$ cat src/hdl/cld_consts.svh
// constants of the character display instruction decoder
`ifndef CLD_CONSTS_SVH
`define CLD_CONSTS_SVH

// ------------------------------------------------------------
// timing
// ------------------------------------------------------------
`define CLD_CLK_PERIOD_NS 10
`define CLD_EXEC_TIME_NS 100000
`define CLD_LONG_TIME_NS 4100000

// ------------------------------------------------------------
// instruction classes: position of the highest set bit
// ------------------------------------------------------------
`define CLD_BIT_DISP_ADDR 7
`define CLD_BIT_PAT_ADDR 6
`define CLD_BIT_FUNC 5
`define CLD_BIT_SHIFT 4
`define CLD_BIT_ONOFF 3
`define CLD_BIT_ENTRY 2
`define CLD_BIT_HOME 1
`define CLD_BIT_CLEAR 0

// ------------------------------------------------------------
// fields inside instructions
// ------------------------------------------------------------
`define CLD_FLD_INC 1
`define CLD_FLD_SHEN 0
`define CLD_FLD_DISP 2
`define CLD_FLD_CUR 1
`define CLD_FLD_BLINK 0
`define CLD_FLD_SC 3
`define CLD_FLD_RL 2
`define CLD_FLD_DL 4
`define CLD_FLD_N 3
`define CLD_FLD_F 2

// ------------------------------------------------------------
// values
// ------------------------------------------------------------
`define CLD_SPACE_CODE 8'h20
`define CLD_HOME_ADDR 7'h00
`define CLD_LAST_DISP_ADDR 7'h7f
`define CLD_INIT_LEN 3'h4
`define CLD_INIT_CLEAR 8'h01
`define CLD_INIT_FUNC 8'h30
`define CLD_INIT_ONOFF 8'h08
`define CLD_INIT_ENTRY 8'h06
`define CLD_RST_BUS8 1'b1
`define CLD_RST_INC 1'b1

`endif

$ cat src/hdl/cld_pkg.sv
// types and instruction decode of the character display instruction decoder
package cld_pkg;
`include "cld_consts.svh"

  // ------------------------------------------------------------
  // types
  // ------------------------------------------------------------
  typedef enum logic [1:0] {
    st_idle = 2'h0,
    st_clear = 2'h1,
    st_wait = 2'h3
  } cld_state_t;

  typedef enum logic [3:0] {
    op_none, op_clear, op_home, op_entry, op_onoff,
    op_shift, op_func, op_pat_addr, op_disp_addr
  } cld_op_t;

  // highest set bit picks the instruction; lower bits are fields or ignored
  function automatic cld_op_t cld_decode(input logic [7:0] c);
    if (c[`CLD_BIT_DISP_ADDR]) return op_disp_addr;
    else if (c[`CLD_BIT_PAT_ADDR]) return op_pat_addr;
    else if (c[`CLD_BIT_FUNC]) return op_func;
    else if (c[`CLD_BIT_SHIFT]) return op_shift;
    else if (c[`CLD_BIT_ONOFF]) return op_onoff;
    else if (c[`CLD_BIT_ENTRY]) return op_entry;
    else if (c[`CLD_BIT_HOME]) return op_home;
    else if (c[`CLD_BIT_CLEAR]) return op_clear;
    else return op_none;
  endfunction
endpackage

$ cat src/hdl/cld_decoder.sv
// instruction decoder and executor of a character display controller, with its write fifo
`timescale 1ns/1ps
`include "cld_consts.svh"

// ------------------------------------------------------------
// fifo
// ------------------------------------------------------------
module cld_fifo #(
  parameter int WIDTH = 9,
  parameter int DEPTH = 4
) (
  // clock and reset
  input wire logic clk,
  input wire logic rst,
  // fill side
  input wire logic in_valid,
  input wire logic [WIDTH-1:0] in_data,
  output logic in_ready,
  // drain side
  output logic out_valid,
  output logic [WIDTH-1:0] out_data,
  input wire logic out_ready
);
  localparam int AW = (DEPTH > 1) ? $clog2(DEPTH) : 1;
  logic [WIDTH-1:0] mem [0:DEPTH-1];
  logic [AW-1:0] wr_ptr;
  logic [AW-1:0] rd_ptr;
  logic [AW:0] count;
  logic push;
  logic pop;

  assign in_ready = (count != (AW+1)'(DEPTH));
  assign out_valid = (count != '0);
  assign out_data = mem[rd_ptr];
  assign push = in_valid && in_ready;
  assign pop = out_valid && out_ready;

  always_ff @(posedge clk) begin
    if (push) begin
      mem[wr_ptr] <= in_data;
    end
  end

  always_ff @(posedge clk or posedge rst) begin
    if (rst) begin
      wr_ptr <= '0;
      rd_ptr <= '0;
      count <= '0;
    end else begin
      if (push) begin
        wr_ptr <= (wr_ptr == AW'(DEPTH-1)) ? '0 : wr_ptr + 1'b1;
      end
      if (pop) begin
        rd_ptr <= (rd_ptr == AW'(DEPTH-1)) ? '0 : rd_ptr + 1'b1;
      end
      if (push && !pop) begin
        count <= count + 1'b1;
      end else if (pop && !push) begin
        count <= count - 1'b1;
      end
    end
  end
endmodule

// ------------------------------------------------------------
// decoder top
// ------------------------------------------------------------
module cld_decoder #(
  parameter int unsigned EXEC_CYCLES = `CLD_EXEC_TIME_NS / `CLD_CLK_PERIOD_NS,
  parameter int unsigned LONG_CYCLES = `CLD_LONG_TIME_NS / `CLD_CLK_PERIOD_NS,
  parameter int FIFO_DEPTH = 4
) (
  // clock and reset
  input wire logic core_clk,
  input wire logic sys_rst,
  // host bus pins
  input wire logic host_enable,
  input wire logic register_select,
  input wire logic host_read,
  input wire logic [7:0] host_data_in,
  output logic [7:0] host_data_out,
  output logic host_data_oe,
  // flow
  output logic host_write_ready,
  // status
  output logic busy_flag,
  output logic [6:0] address_counter,
  output logic pattern_select,
  output logic [6:0] display_shift,
  // configuration
  output logic entry_increment,
  output logic entry_display_shift,
  output logic display_on,
  output logic cursor_on,
  output logic cursor_blink,
  output logic bus_width_bit,
  output logic two_line,
  output logic tall_font
);
  // ------------------------------------------------------------
  // declarations
  // ------------------------------------------------------------
  logic en_s1, en_s2, en_q, rs_s1, rs_s2, rw_s1, rw_s2;
  logic [7:0] d_s1, d_s2;
  logic en_rise, en_fall, nib_phase, rd_done;
  logic [3:0] hi_nib;
  logic [7:0] rd_byte, rd_val, mem_q;
  logic push_valid, fifo_valid, fifo_pop;
  logic [8:0] push_data, fifo_data;
  logic [7:0] disp_mem [0:127];
  logic [7:0] pat_mem [0:63];
  cld_pkg::cld_state_t state;
  cld_pkg::cld_op_t op;
  logic [6:0] clr_addr;
  logic [31:0] wait_cnt;
  logic [2:0] init_idx;
  logic init_active, exec_go, exec_rs;
  logic [7:0] exec_code, init_code;
  logic [6:0] next_ac;
  logic [6:0] next_shift;

  // ------------------------------------------------------------
  // pin synchronisers and strobe edges
  // ------------------------------------------------------------
  always_ff @(posedge core_clk or posedge sys_rst) begin
    if (sys_rst) begin
      {en_s1, en_s2, en_q, rs_s1, rs_s2, rw_s1, rw_s2} <= 7'h00;
      d_s1 <= 8'h00;
      d_s2 <= 8'h00;
    end else begin
      {en_s1, rs_s1, rw_s1, d_s1} <= {host_enable, register_select, host_read, host_data_in};
      {en_s2, rs_s2, rw_s2, d_s2} <= {en_s1, rs_s1, rw_s1, d_s1};
      en_q <= en_s2;
    end
  end

  assign en_rise = en_s2 && !en_q;
  assign en_fall = !en_s2 && en_q;

  // ------------------------------------------------------------
  // host access
  // ------------------------------------------------------------
  // the text and pattern memories are read asynchronously; the byte is caught at strobe rise
  assign mem_q = pattern_select ? pat_mem[address_counter[5:0]] : disp_mem[address_counter];
  assign rd_val = rs_s2 ? mem_q : {busy_flag, address_counter};
  assign rd_done = en_fall && rw_s2 && (bus_width_bit || nib_phase);
  assign push_valid = en_fall && !rw_s2 && (bus_width_bit || nib_phase);
  assign push_data = bus_width_bit ? {rs_s2, d_s2} : {rs_s2, hi_nib, d_s2[7:4]};

  always_ff @(posedge core_clk or posedge sys_rst) begin
    if (sys_rst) begin
      nib_phase <= 1'b0;
      hi_nib <= 4'h0;
      rd_byte <= 8'h00;
      host_data_out <= 8'h00;
      host_data_oe <= 1'b0;
    end else begin
      host_data_oe <= en_s2 && rw_s2;
      // a status read may meet a function set in flight; its capture must not lose to it
      if (en_rise && rw_s2) begin
        if (bus_width_bit || !nib_phase) begin
          rd_byte <= rd_val;
          host_data_out <= bus_width_bit ? rd_val : {rd_val[7:4], 4'h0};
        end else begin
          host_data_out <= {rd_byte[3:0], 4'h0};
        end
      end
      if (en_fall && !bus_width_bit && !nib_phase && !rw_s2) begin
        hi_nib <= d_s2[7:4];
      end
      if (exec_go && !exec_rs && op == cld_pkg::op_func) begin
        nib_phase <= 1'b0;
      end else if (en_fall && !bus_width_bit) begin
        nib_phase <= !nib_phase;
      end
    end
  end

  // a write that finds the fifo full is dropped; host_write_ready shows it
  cld_fifo #(.WIDTH(9), .DEPTH(FIFO_DEPTH)) u_fifo (
    .clk(core_clk),
    .rst(sys_rst),
    .in_valid(push_valid),
    .in_data(push_data),
    .in_ready(host_write_ready),
    .out_valid(fifo_valid),
    .out_data(fifo_data),
    .out_ready(fifo_pop)
  );

  // ------------------------------------------------------------
  // executor
  // ------------------------------------------------------------
  always_comb begin
    case (init_idx)
      3'h0: init_code = `CLD_INIT_CLEAR;
      3'h1: init_code = `CLD_INIT_FUNC;
      3'h2: init_code = `CLD_INIT_ONOFF;
      default: init_code = `CLD_INIT_ENTRY;
    endcase
  end

  assign init_active = (init_idx != `CLD_INIT_LEN);
  // the executor only drains while idle, so queued writes back up into the fifo
  assign exec_go = (state == cld_pkg::st_idle) && (init_active || fifo_valid);
  assign fifo_pop = exec_go && !init_active;
  assign exec_rs = init_active ? 1'b0 : fifo_data[8];
  assign exec_code = init_active ? init_code : fifo_data[7:0];
  assign op = cld_pkg::cld_decode(exec_code);
  assign busy_flag = (state != cld_pkg::st_idle) || init_active || fifo_valid;

  always_ff @(posedge core_clk or posedge sys_rst) begin
    if (sys_rst) begin
      init_idx <= 3'h0;
    end else if (exec_go && init_active) begin
      init_idx <= init_idx + 3'h1;
    end
  end

  always_ff @(posedge core_clk or posedge sys_rst) begin
    if (sys_rst) begin
      state <= cld_pkg::st_idle;
      clr_addr <= 7'h00;
      wait_cnt <= 32'h0;
    end else begin
      case (state)
        cld_pkg::st_idle: begin
          if (exec_go && !exec_rs && op == cld_pkg::op_clear) begin
            state <= cld_pkg::st_clear;
            clr_addr <= 7'h00;
            wait_cnt <= LONG_CYCLES - 32'd129;
          end else if (exec_go) begin
            state <= cld_pkg::st_wait;
            wait_cnt <= (!exec_rs && op == cld_pkg::op_home) ? LONG_CYCLES - 32'd1
                                                             : EXEC_CYCLES - 32'd1;
          end
        end
        cld_pkg::st_clear: begin
          clr_addr <= clr_addr + 7'h01;
          if (clr_addr == `CLD_LAST_DISP_ADDR) begin
            state <= cld_pkg::st_wait;
          end
        end
        cld_pkg::st_wait: begin
          if (wait_cnt == 32'h0) begin
            state <= cld_pkg::st_idle;
          end else begin
            wait_cnt <= wait_cnt - 32'h1;
          end
        end
        default: state <= cld_pkg::st_idle;
      endcase
    end
  end

  // ------------------------------------------------------------
  // memories
  // ------------------------------------------------------------
  always_ff @(posedge core_clk) begin
    if (state == cld_pkg::st_clear) begin
      disp_mem[clr_addr] <= `CLD_SPACE_CODE;
    end else if (exec_go && exec_rs) begin
      if (pattern_select) begin
        pat_mem[address_counter[5:0]] <= exec_code;
      end else begin
        disp_mem[address_counter] <= exec_code;
      end
    end
  end

  // ------------------------------------------------------------
  // address counter and display shift
  // ------------------------------------------------------------
  // pattern addresses wrap inside six bits so a step never leaks into text space
  always_comb begin
    next_ac = (exec_go && !exec_rs && op == cld_pkg::op_shift) ?
              (exec_code[`CLD_FLD_RL] ? address_counter + 7'h01 : address_counter - 7'h01) :
              (entry_increment ? address_counter + 7'h01 : address_counter - 7'h01);
    if (pattern_select) begin
      next_ac = {1'b0, next_ac[5:0]};
    end
    next_shift = entry_increment ? display_shift + 7'h01 : display_shift - 7'h01;
  end

  always_ff @(posedge core_clk or posedge sys_rst) begin
    if (sys_rst) begin
      address_counter <= `CLD_HOME_ADDR;
      pattern_select <= 1'b0;
      display_shift <= 7'h00;
    end else if (exec_go && exec_rs) begin
      address_counter <= next_ac;
      if (entry_display_shift) begin
        display_shift <= next_shift;
      end
    end else if (exec_go) begin
      case (op)
        cld_pkg::op_clear: begin
          address_counter <= `CLD_HOME_ADDR;
          pattern_select <= 1'b0;
          display_shift <= 7'h00;
        end
        cld_pkg::op_home: begin
          address_counter <= `CLD_HOME_ADDR;
          pattern_select <= 1'b0;
          display_shift <= 7'h00;
        end
        cld_pkg::op_shift: begin
          if (exec_code[`CLD_FLD_SC]) begin
            display_shift <= exec_code[`CLD_FLD_RL] ? display_shift - 7'h01
                                                    : display_shift + 7'h01;
          end else begin
            address_counter <= next_ac;
          end
        end
        cld_pkg::op_pat_addr: begin
          address_counter <= {1'b0, exec_code[5:0]};
          pattern_select <= 1'b1;
        end
        cld_pkg::op_disp_addr: begin
          address_counter <= exec_code[6:0];
          pattern_select <= 1'b0;
        end
        default: begin
        end
      endcase
    end else if (rd_done && rs_s2) begin
      address_counter <= next_ac;
      if (entry_display_shift) begin
        display_shift <= next_shift;
      end
    end
  end

  // ------------------------------------------------------------
  // configuration bits
  // ------------------------------------------------------------
  always_ff @(posedge core_clk or posedge sys_rst) begin
    if (sys_rst) begin
      entry_increment <= `CLD_RST_INC;
      entry_display_shift <= 1'b0;
      {display_on, cursor_on, cursor_blink} <= 3'h0;
      bus_width_bit <= `CLD_RST_BUS8;
      two_line <= 1'b0;
      tall_font <= 1'b0;
    end else if (exec_go && !exec_rs) begin
      case (op)
        cld_pkg::op_entry: begin
          entry_increment <= exec_code[`CLD_FLD_INC];
          entry_display_shift <= exec_code[`CLD_FLD_SHEN];
        end
        cld_pkg::op_onoff: begin
          display_on <= exec_code[`CLD_FLD_DISP];
          cursor_on <= exec_code[`CLD_FLD_CUR];
          cursor_blink <= exec_code[`CLD_FLD_BLINK];
        end
        cld_pkg::op_func: begin
          bus_width_bit <= exec_code[`CLD_FLD_DL];
          two_line <= exec_code[`CLD_FLD_N];
          tall_font <= exec_code[`CLD_FLD_F];
        end
        default: begin
        end
      endcase
    end
  end

  // ------------------------------------------------------------
  // checks
  // ------------------------------------------------------------
  logic go_cmd;
  assign go_cmd = exec_go && !exec_rs;
endmodule

$ cat config.mk
export PLATFORM = sky130hd
export DESIGN_NAME = cld_decoder
export DESIGN_NICKNAME = d
export VERILOG_FILES = /design/src/hdl/cld_pkg.sv /design/src/hdl/cld_decoder.sv
export VERILOG_INCLUDE_DIRS = /design/src /design/src/hdl
export SDC_FILE = /design/constraint.sdc
export NUM_CORES = 2
export LEC_CHECK = 0
export BUFFER_PORTS_ARGS = -buffer_cell sky130_fd_sc_hd__buf_2
export CORE_AREA = 3 3 330 414
export DETAILED_ROUTE_END_ITERATION = 8
export DIE_AREA = 0 0 333 417
export PLACE_DENSITY = 0.71
export REMOVE_ABC_BUFFERS = 1
export SYNTH_ARGS = -nofsm -noshare
export SYNTH_HDL_FRONTEND = slang
export SYNTH_SLANG_ARGS = --single-unit
$ cat constraint.sdc
create_clock -name core_clk -period 7.45 [get_ports core_clk]
set_input_delay 0.745 -clock core_clk [delete_from_list [all_inputs] [get_ports core_clk]]
set_output_delay 0.745 -clock core_clk [all_outputs]
set_load 0.01 [all_outputs]
== After elaboration in Yosys (flattened, before gate mapping) ==
Memory sizes are Yosys's and may differ from the RTL's.
Cells that the tools add are included.
Cells by class
  add/subtract/negate cells: 11
  equal/unequal tests: 26
  muxes and demuxes: 67
  bitwise gates (word level): 1
  reduce and logical (&&, ||, !) cells: 63
Operator list (count)
  2-to-1 mux 7 bit: 17
  2-to-1 mux 32 bit: 3
  one-hot mux 32 bit (2 select lines): 1
  2-to-1 mux 8 bit: 6
  logical NOT 32 bit: 1
  subtractor 32 x 1 -> 32 bit (second input constant): 1
  one-hot mux 7 bit (2 select lines): 2
  one-hot mux 7 bit (4 select lines): 1
  logical AND 1 bit: 25
  adder 7 x 1 -> 7 bit (second input constant): 3
  2-to-1 mux 19 bit: 1
  2-to-1 mux 3 bit: 6
  one-hot mux 6 bit (3 select lines): 1
  2-to-1 mux 1 bit: 17
  == test 4 x 3 -> 1 bit (second input constant): 4
  2-to-1 mux 2 bit: 8
  AND reduction 3 bit: 5
  subtractor 7 x 1 -> 7 bit (second input constant): 2
  nonzero test 2 bit: 6
  AND reduction 2 bit: 5
  logical NOT 1 bit: 9
  == test 4 x 2 -> 1 bit (second input constant): 2
  2-to-1 mux 4 bit: 2
  inequality test 4 bit (second input constant): 2
  26 further kinds: 38
Word-level totals
  register bits: 115
  RAM bits: 1572
  input bits: 13
  memories: 3
Memories
  disp_mem: depth 128, bits a word 8, read ports 1, clocked after Yosys merged registers in 0, wr ports 1, line cld_decoder.sv:110  | logic [7:0] disp_mem [0:127];
  pat_mem: depth 64, bits a word 8, read ports 1, clocked after Yosys merged registers in 0, wr ports 1, line cld_decoder.sv:111  | logic [7:0] pat_mem [0:63];
  u_fifo.mem: depth 4, bits a word 9, read ports 1, clocked after Yosys merged registers in 0, wr ports 1, line cld_decoder.sv:25  | logic [WIDTH-1:0] mem [0:DEPTH-1];

== Longest topological paths before layout ==
  word-level depth: 19
  mapped depth: 15
  depth with buffers taken out: 12

== Modules after synthesis ==
A second synthesis with hierarchy kept.
Second synthesis, totals
  cells, all modules: 4000
  area, all modules: 66376.2 sq um
By module, submodules not included
  cld_decoder: instances 1, cells an instance 3915, area each 64627.0 sq um
  cld_fifo: instances 1, cells an instance 85, area each 1749.2 sq um

== Least setup slack after synthesis ==
OpenSTA, ideal clock, no wires.
  kind: reg2reg
  start: register init_idx[0]
  end: memory disp_mem[0][1] (data pin)
  arrival: 6.919 ns
  data required time: 6.295 ns
  slack: -0.624 ns
  cell stages (with the launch flop): 11
  cell sequence: dfrtp_1 inv_1 ha_1 clkbuf_1 and2_1 clkbuf_1 nand4_1 or2_1 clkbuf_1 buf_1 nor3_1
Between the ends
  word-level cells in the longest chain between the ends: 9
  elaborated cells between the ends (all ways): 15
  classes of those cells: 3 x eq/ne; 7 x mux; 5 x reduce/logical
RTL lines
  from (decl): line cld_decoder.sv:116  | logic [2:0] init_idx;
  from (signal assigned): line cld_decoder.sv:216  | init_idx <= init_idx + 3'h1;
  inequality test 3 bit (no line)
  logical OR 1 bit: line cld_decoder.sv:205  | assign exec_go = (state == cld_pkg::st_idle) && (init_active || fifo_valid);
  logical AND 1 bit: line cld_decoder.sv:205
  logical AND 1 bit: line cld_decoder.sv:262  | end else if (exec_go && exec_rs) begin
  2-to-1 mux 1 bit: line cld_decoder.sv:262
  2-to-1 mux 1 bit: line cld_decoder.sv:260  | if (state == cld_pkg::st_clear) begin
  2-to-1 mux 1 bit (implied by the code): line cld_decoder.sv:266  | disp_mem[address_counter] <= exec_code;
  OR reduction 8 bit (no line)
  2-to-1 mux 8 bit (no line) *
  to (decl): line cld_decoder.sv:110
Every way passes the cells marked *; elsewhere a longest branch is shown, timed or not.

== Worst setup path after layout ==
  start: register u_fifo.rd_ptr[1]
  end: memory disp_mem[126][2], enable pin
Between the ends
  word-level cells in the longest chain between the ends: 8
  elaborated cells between the ends (all ways): 9
  classes of those cells: 6 x mux; 2 x reduce/logical; 1 x memory
RTL lines
  from (decl): line cld_decoder.sv:27  | logic [AW-1:0] rd_ptr;
  from (signal assigned): line cld_decoder.sv:54  | rd_ptr <= (rd_ptr == AW'(DEPTH-1)) ? '0 : rd_ptr + 1'b1;
  memory (4 x 9 bit) *
  2-to-1 mux 1 bit *: line cld_decoder.sv:207  | assign exec_rs = init_active ? 1'b0 : fifo_data[8];
  logical AND 1 bit *: line cld_decoder.sv:262
  2-to-1 mux 1 bit *: line cld_decoder.sv:262
  2-to-1 mux 1 bit *: line cld_decoder.sv:260
  2-to-1 mux 1 bit (implied by the code) *: line cld_decoder.sv:266
  OR reduction 8 bit (no line)
  2-to-1 mux 7 bit (no line) or 2-to-1 mux 1 bit (tied branches)
Marks and branches as above.

==> out/metrics.yaml <==
run_status:
  status: "completed"
sta:
  rsz0062_at_grt: "no"
  worst_slew_pin_slew_ns: 1.333
  finalHoldViolCount: 0
  period_share_pct: 74.29
  clock_skew_ns: 0.03356
  setup_violations: 0
  slew_violations: 0
  timing.final.crit_period_ns: 5.534
  slew_headroom_pct: 10.77
  max_freq_mhz: 180.7
clock_network:
  post_cts_resized: 0
  cts.sinks: 1687
  clock_path_buffers: 3
  cts-root-buf: "clkbuf_16"
  clk_latency_ns: 0.80
  cts_hold_buf: 0
  cts_made_buffers: 153
  cts_tree: "built"
  cts_max_level: 4
  clk_pin_slew_ns: 0.06
  postCtsSetupRepairBufs: 0
placed_design:
  dp_cells: 5699
  io_buffers: 46
  placed_cell_area_um2: 68740
  hpwl_um: 119300
  place.gp.congestion: 0.9067
global_routing:
  grt_pass1_wl_um: 284800
  antenna_found_initial: 11
  grt_pass1_vias: 39660
  grt_usage_pct: 28.36
  grt_max_degree: 129
  gr-total-overflow: 0
logic_synthesis:
  postSynthCellCount: 4059
  synth_area_leaders: "edfxtp_1 (71%), dfrtp_1 (4.3%), a22oi_1 (2.7%)"
  synth_top_family_by_area: "compound AO/OA/AOI/OAI gates"
  seq_area_frac_synth_pct: 75.49
  synth.avg_cell_area_um2: 16.35
  synthArstFlopShare_pct: 6.817
  synth_top_area_share_pct: 71.15
  synth-compound-area-share_pct: 10.64
  synth_mux_area_share_pct: 6.004
  ys.flop_type: "edfxtp_1"
  ys_warn_count: 0
  yosys.area.top_type: "edfxtp_1"
  yosys.area_share.simple_pct: 5.188
  synth_seq_cells: 1687
  netlist-cell-type-count: 90
  synth_xor_area_share_pct: 0.4620
  synth-edff-count: 1572
  mappedNetlistArea_um2: 66350
  synthAdderAreaFrac_pct: 0.3319
finish:
  final_cells: 5972
  nNetsFinal: 4136
  finalCoreUtilization_pct: 55.20
  fillers: 10110
  stdcell_area_um2: 73560
  syn2layout_area_growth_pct: 10.86
  drive_above_1_share_pct: 14.21
worst_setup_path:
  worstPathMaxFanout: 22
  required_ns: 7.84
  path_class: "register to register"
  crit_arrival_ns: 5.92
  startpoint_type: "register"
  end_kind: "register"
detailed_routing:
  first_iter_violations: 6538
  drt-total-wl_um: 199800
  vias: 40730
  drc: 0
  drtPass1Iterations: 8
  final_antenna_net_count: 0
  routed_via_density: 6.820
  routedWlPerCell_um: 33.46
die:
  io_pins: 47
  die_w_um: 333
  die-height_um: 417
  die_area_um2: 138900
  row_count: 150
  start_util_pct: 49.79
  core_area_um2: 133300
power_and_ir_drop:
  ir_drop_v: 0.0002649
  power_density_nw_per_um2: 309.7
  p_leak_nw: 20.36
hold_path:
  hold_class: "input port to asynchronous set/reset pin"
run:
  cap_violations: 0
==> stage by stage <==
stage	power (mW)	setup TNS, ns	hold slack, ns	worst slack, ns
after global routing	23.26	0	0.03018	1.697
after CTS	22.64	0	0.005040	2.158
after global placement	15.05	0	0.3314	2.299
after detailed placement	15.11	0	0.3356	2.174
final	22.78	0	0.007183	1.916
after floorplan	13.48	-2949.35	0.3312	-5.573
==> logic make-up (layout without fill, tap and decap cells) <==
group | count (synthesis) | in the layout
compound gates | 969 | 969
xor+xnor | 35 | 35
fa+ha+maj | 17 | 17
buf+inv | 281 | 444
flops | 1687 | 1687
mux | 311 | 311
other cells | 0 | 2
simple gates | 759 | 759
==> per-layer routing <==
metal | vias to the layer above | global-route usage, % | wire length [um]
met3 | 766 | 6.556 | 24410
met1 | 20380 | 35.41 | 67000
met5 | - | 0 | 41
li1 | 16430 | - | -
met4 | 6 | 18.44 | 15220
met2 | 3142 | 44.75 | 93150
==> Yosys cell counts, types with 9 or more instances <==
| cell | instances |
|---|---|
| nor4_1 | 10 |
| buf_2 | 95 |
| nor2b_1 | 15 |
| a222oi_1 | 14 |
| clkbuf_1 | 110 |
| nor3_1 | 35 |
| and3_1 | 12 |
| nand4_1 | 18 |
| and2_1 | 19 |
| buf_1 | 28 |
| a22o_1 | 60 |
| o211ai_1 | 14 |
| a22oi_1 | 237 |
| a221o_1 | 30 |
| mux2_2 | 110 |
| ha_1 | 16 |
| or3_1 | 16 |
| nor2_1 | 358 |
| edfxtp_1 | 1572 |
| a41oi_1 | 11 |
| nand3_1 | 34 |
| o21ai_0 | 72 |
| o221ai_1 | 18 |
| nand2b_1 | 20 |
| o22ai_1 | 49 |
| buf_4 | 19 |
| dfrtp_1 | 113 |
| a21oi_1 | 132 |
| xnor2_1 | 18 |
| a31oi_1 | 68 |
| nand2_1 | 169 |
| or4_1 | 14 |
| inv_1 | 23 |
| o31ai_1 | 12 |
| a221oi_1 | 152 |
| mux2_1 | 13 |
| xor2_1 | 17 |
| mux4_2 | 57 |
| o21ai_1 | 26 |
| mux2i_1 | 130 |
| o22a_1 | 9 |
==> area by class of cell <==
type                       count  area, um^2  area share [%]
timing repair buffer         145        1124           1.528
antenna                        2       5.005        0.006804
sequential                  1687       50100           68.11
clock buffer                 189        4140           5.629
multi-input combinational   2091       15220           20.69
tap                         1748        2187           2.973
inverter                      28       107.6          0.1463
clock inverter                82       671.9          0.9135
==> state kept, by name, summed over array words and instances, names as in the netlist, 2 cells and up <==
signal and cells:
host_data_out 8, u_fifo.count 3, d_s2 8, init_idx 3, wait_cnt 32, display_shift 7
disp_mem 1024, u_fifo.rd_ptr 2, rd_byte 4, state 2, address_counter 7, pat_mem 512
clr_addr 7, d_s1 8, u_fifo.wr_ptr 2, u_fifo.mem 36, hi_nib 4
==> critical path, stage by stage (launching register included) <==
cell and delay, ns:
dfrtp_1 0.95, mux2i_1 0.22, mux2i_1 0.23, nand4_1 0.18, nor2_1 1.04, nand3_1 0.15
o21ai_1 0.67, o211ai_1 0.57, nor3b_1 1.11
==> power by group <==
part / total [mW] / switching [mW] / internal [mW] / leakage [nW]
clock network: 7.68 / 3.42 / 4.26 / 2.37
registers: 10.5 / 0.170 / 10.3 / 12.5
logic: 4.64 / 3.11 / 1.53 / 5.48
total: 22.8 / 6.70 / 16.1 / 20.4
==> worst paths after layout <==
path	startpoint	to	slack, ns	depth (start not counted)
worst max register to register	u_fifo.rd_ptr[1]	disp_mem[126][2]	1.92	8
max in group asynchronous	sys_rst	wait_cnt[29]	6.02	3
min in group core_clk	host_data_in[7]	d_s1[7]	0.07	1
worst min-delay path	sys_rst	display_on	0.007	2
worst min register to register	en_s1	en_s2	0.34	0
worst max-delay path	u_fifo.rd_ptr[1]	disp_mem[126][2]	1.92	8
==> layout by cell type, fill, tap and decap left out, types with 12 or more instances in the layout <==
cell	Yosys	layout
o21ai_0	72	71
mux2_1	13	13
a21oi_1	132	131
clkbuf_16	0	158
mux4_2	57	57
o221ai_1	18	18
a222oi_1	14	14
o211ai_1	14	14
o21ai_1	26	27
a221o_1	30	30
o22ai_1	49	49
a221oi_1	152	152
mux2_2	110	110
buf_12	0	12
and2_1	19	16
clkbuf_1	110	24
mux2i_1	130	130
or4_1	14	14
a22oi_1	237	237
inv_1	23	18
nand2_1	169	167
clkinv_2	0	30
xnor2_1	18	18
nor2_1	358	345
buf_2	95	46
dfrtp_1	113	108
nand4_1	18	18
a22o_1	60	60
or3_1	16	16
nor2_4	1	14
o31ai_1	12	12
nand3_1	34	34
edfxtp_1	1572	1572
xor2_1	17	17
nor3_1	35	34
clkinv_1	1	29
ha_1	16	16
nand2b_1	20	20
a31oi_1	68	66
buf_4	19	87
No activity file was read; power rests on OpenSTA's default activity.
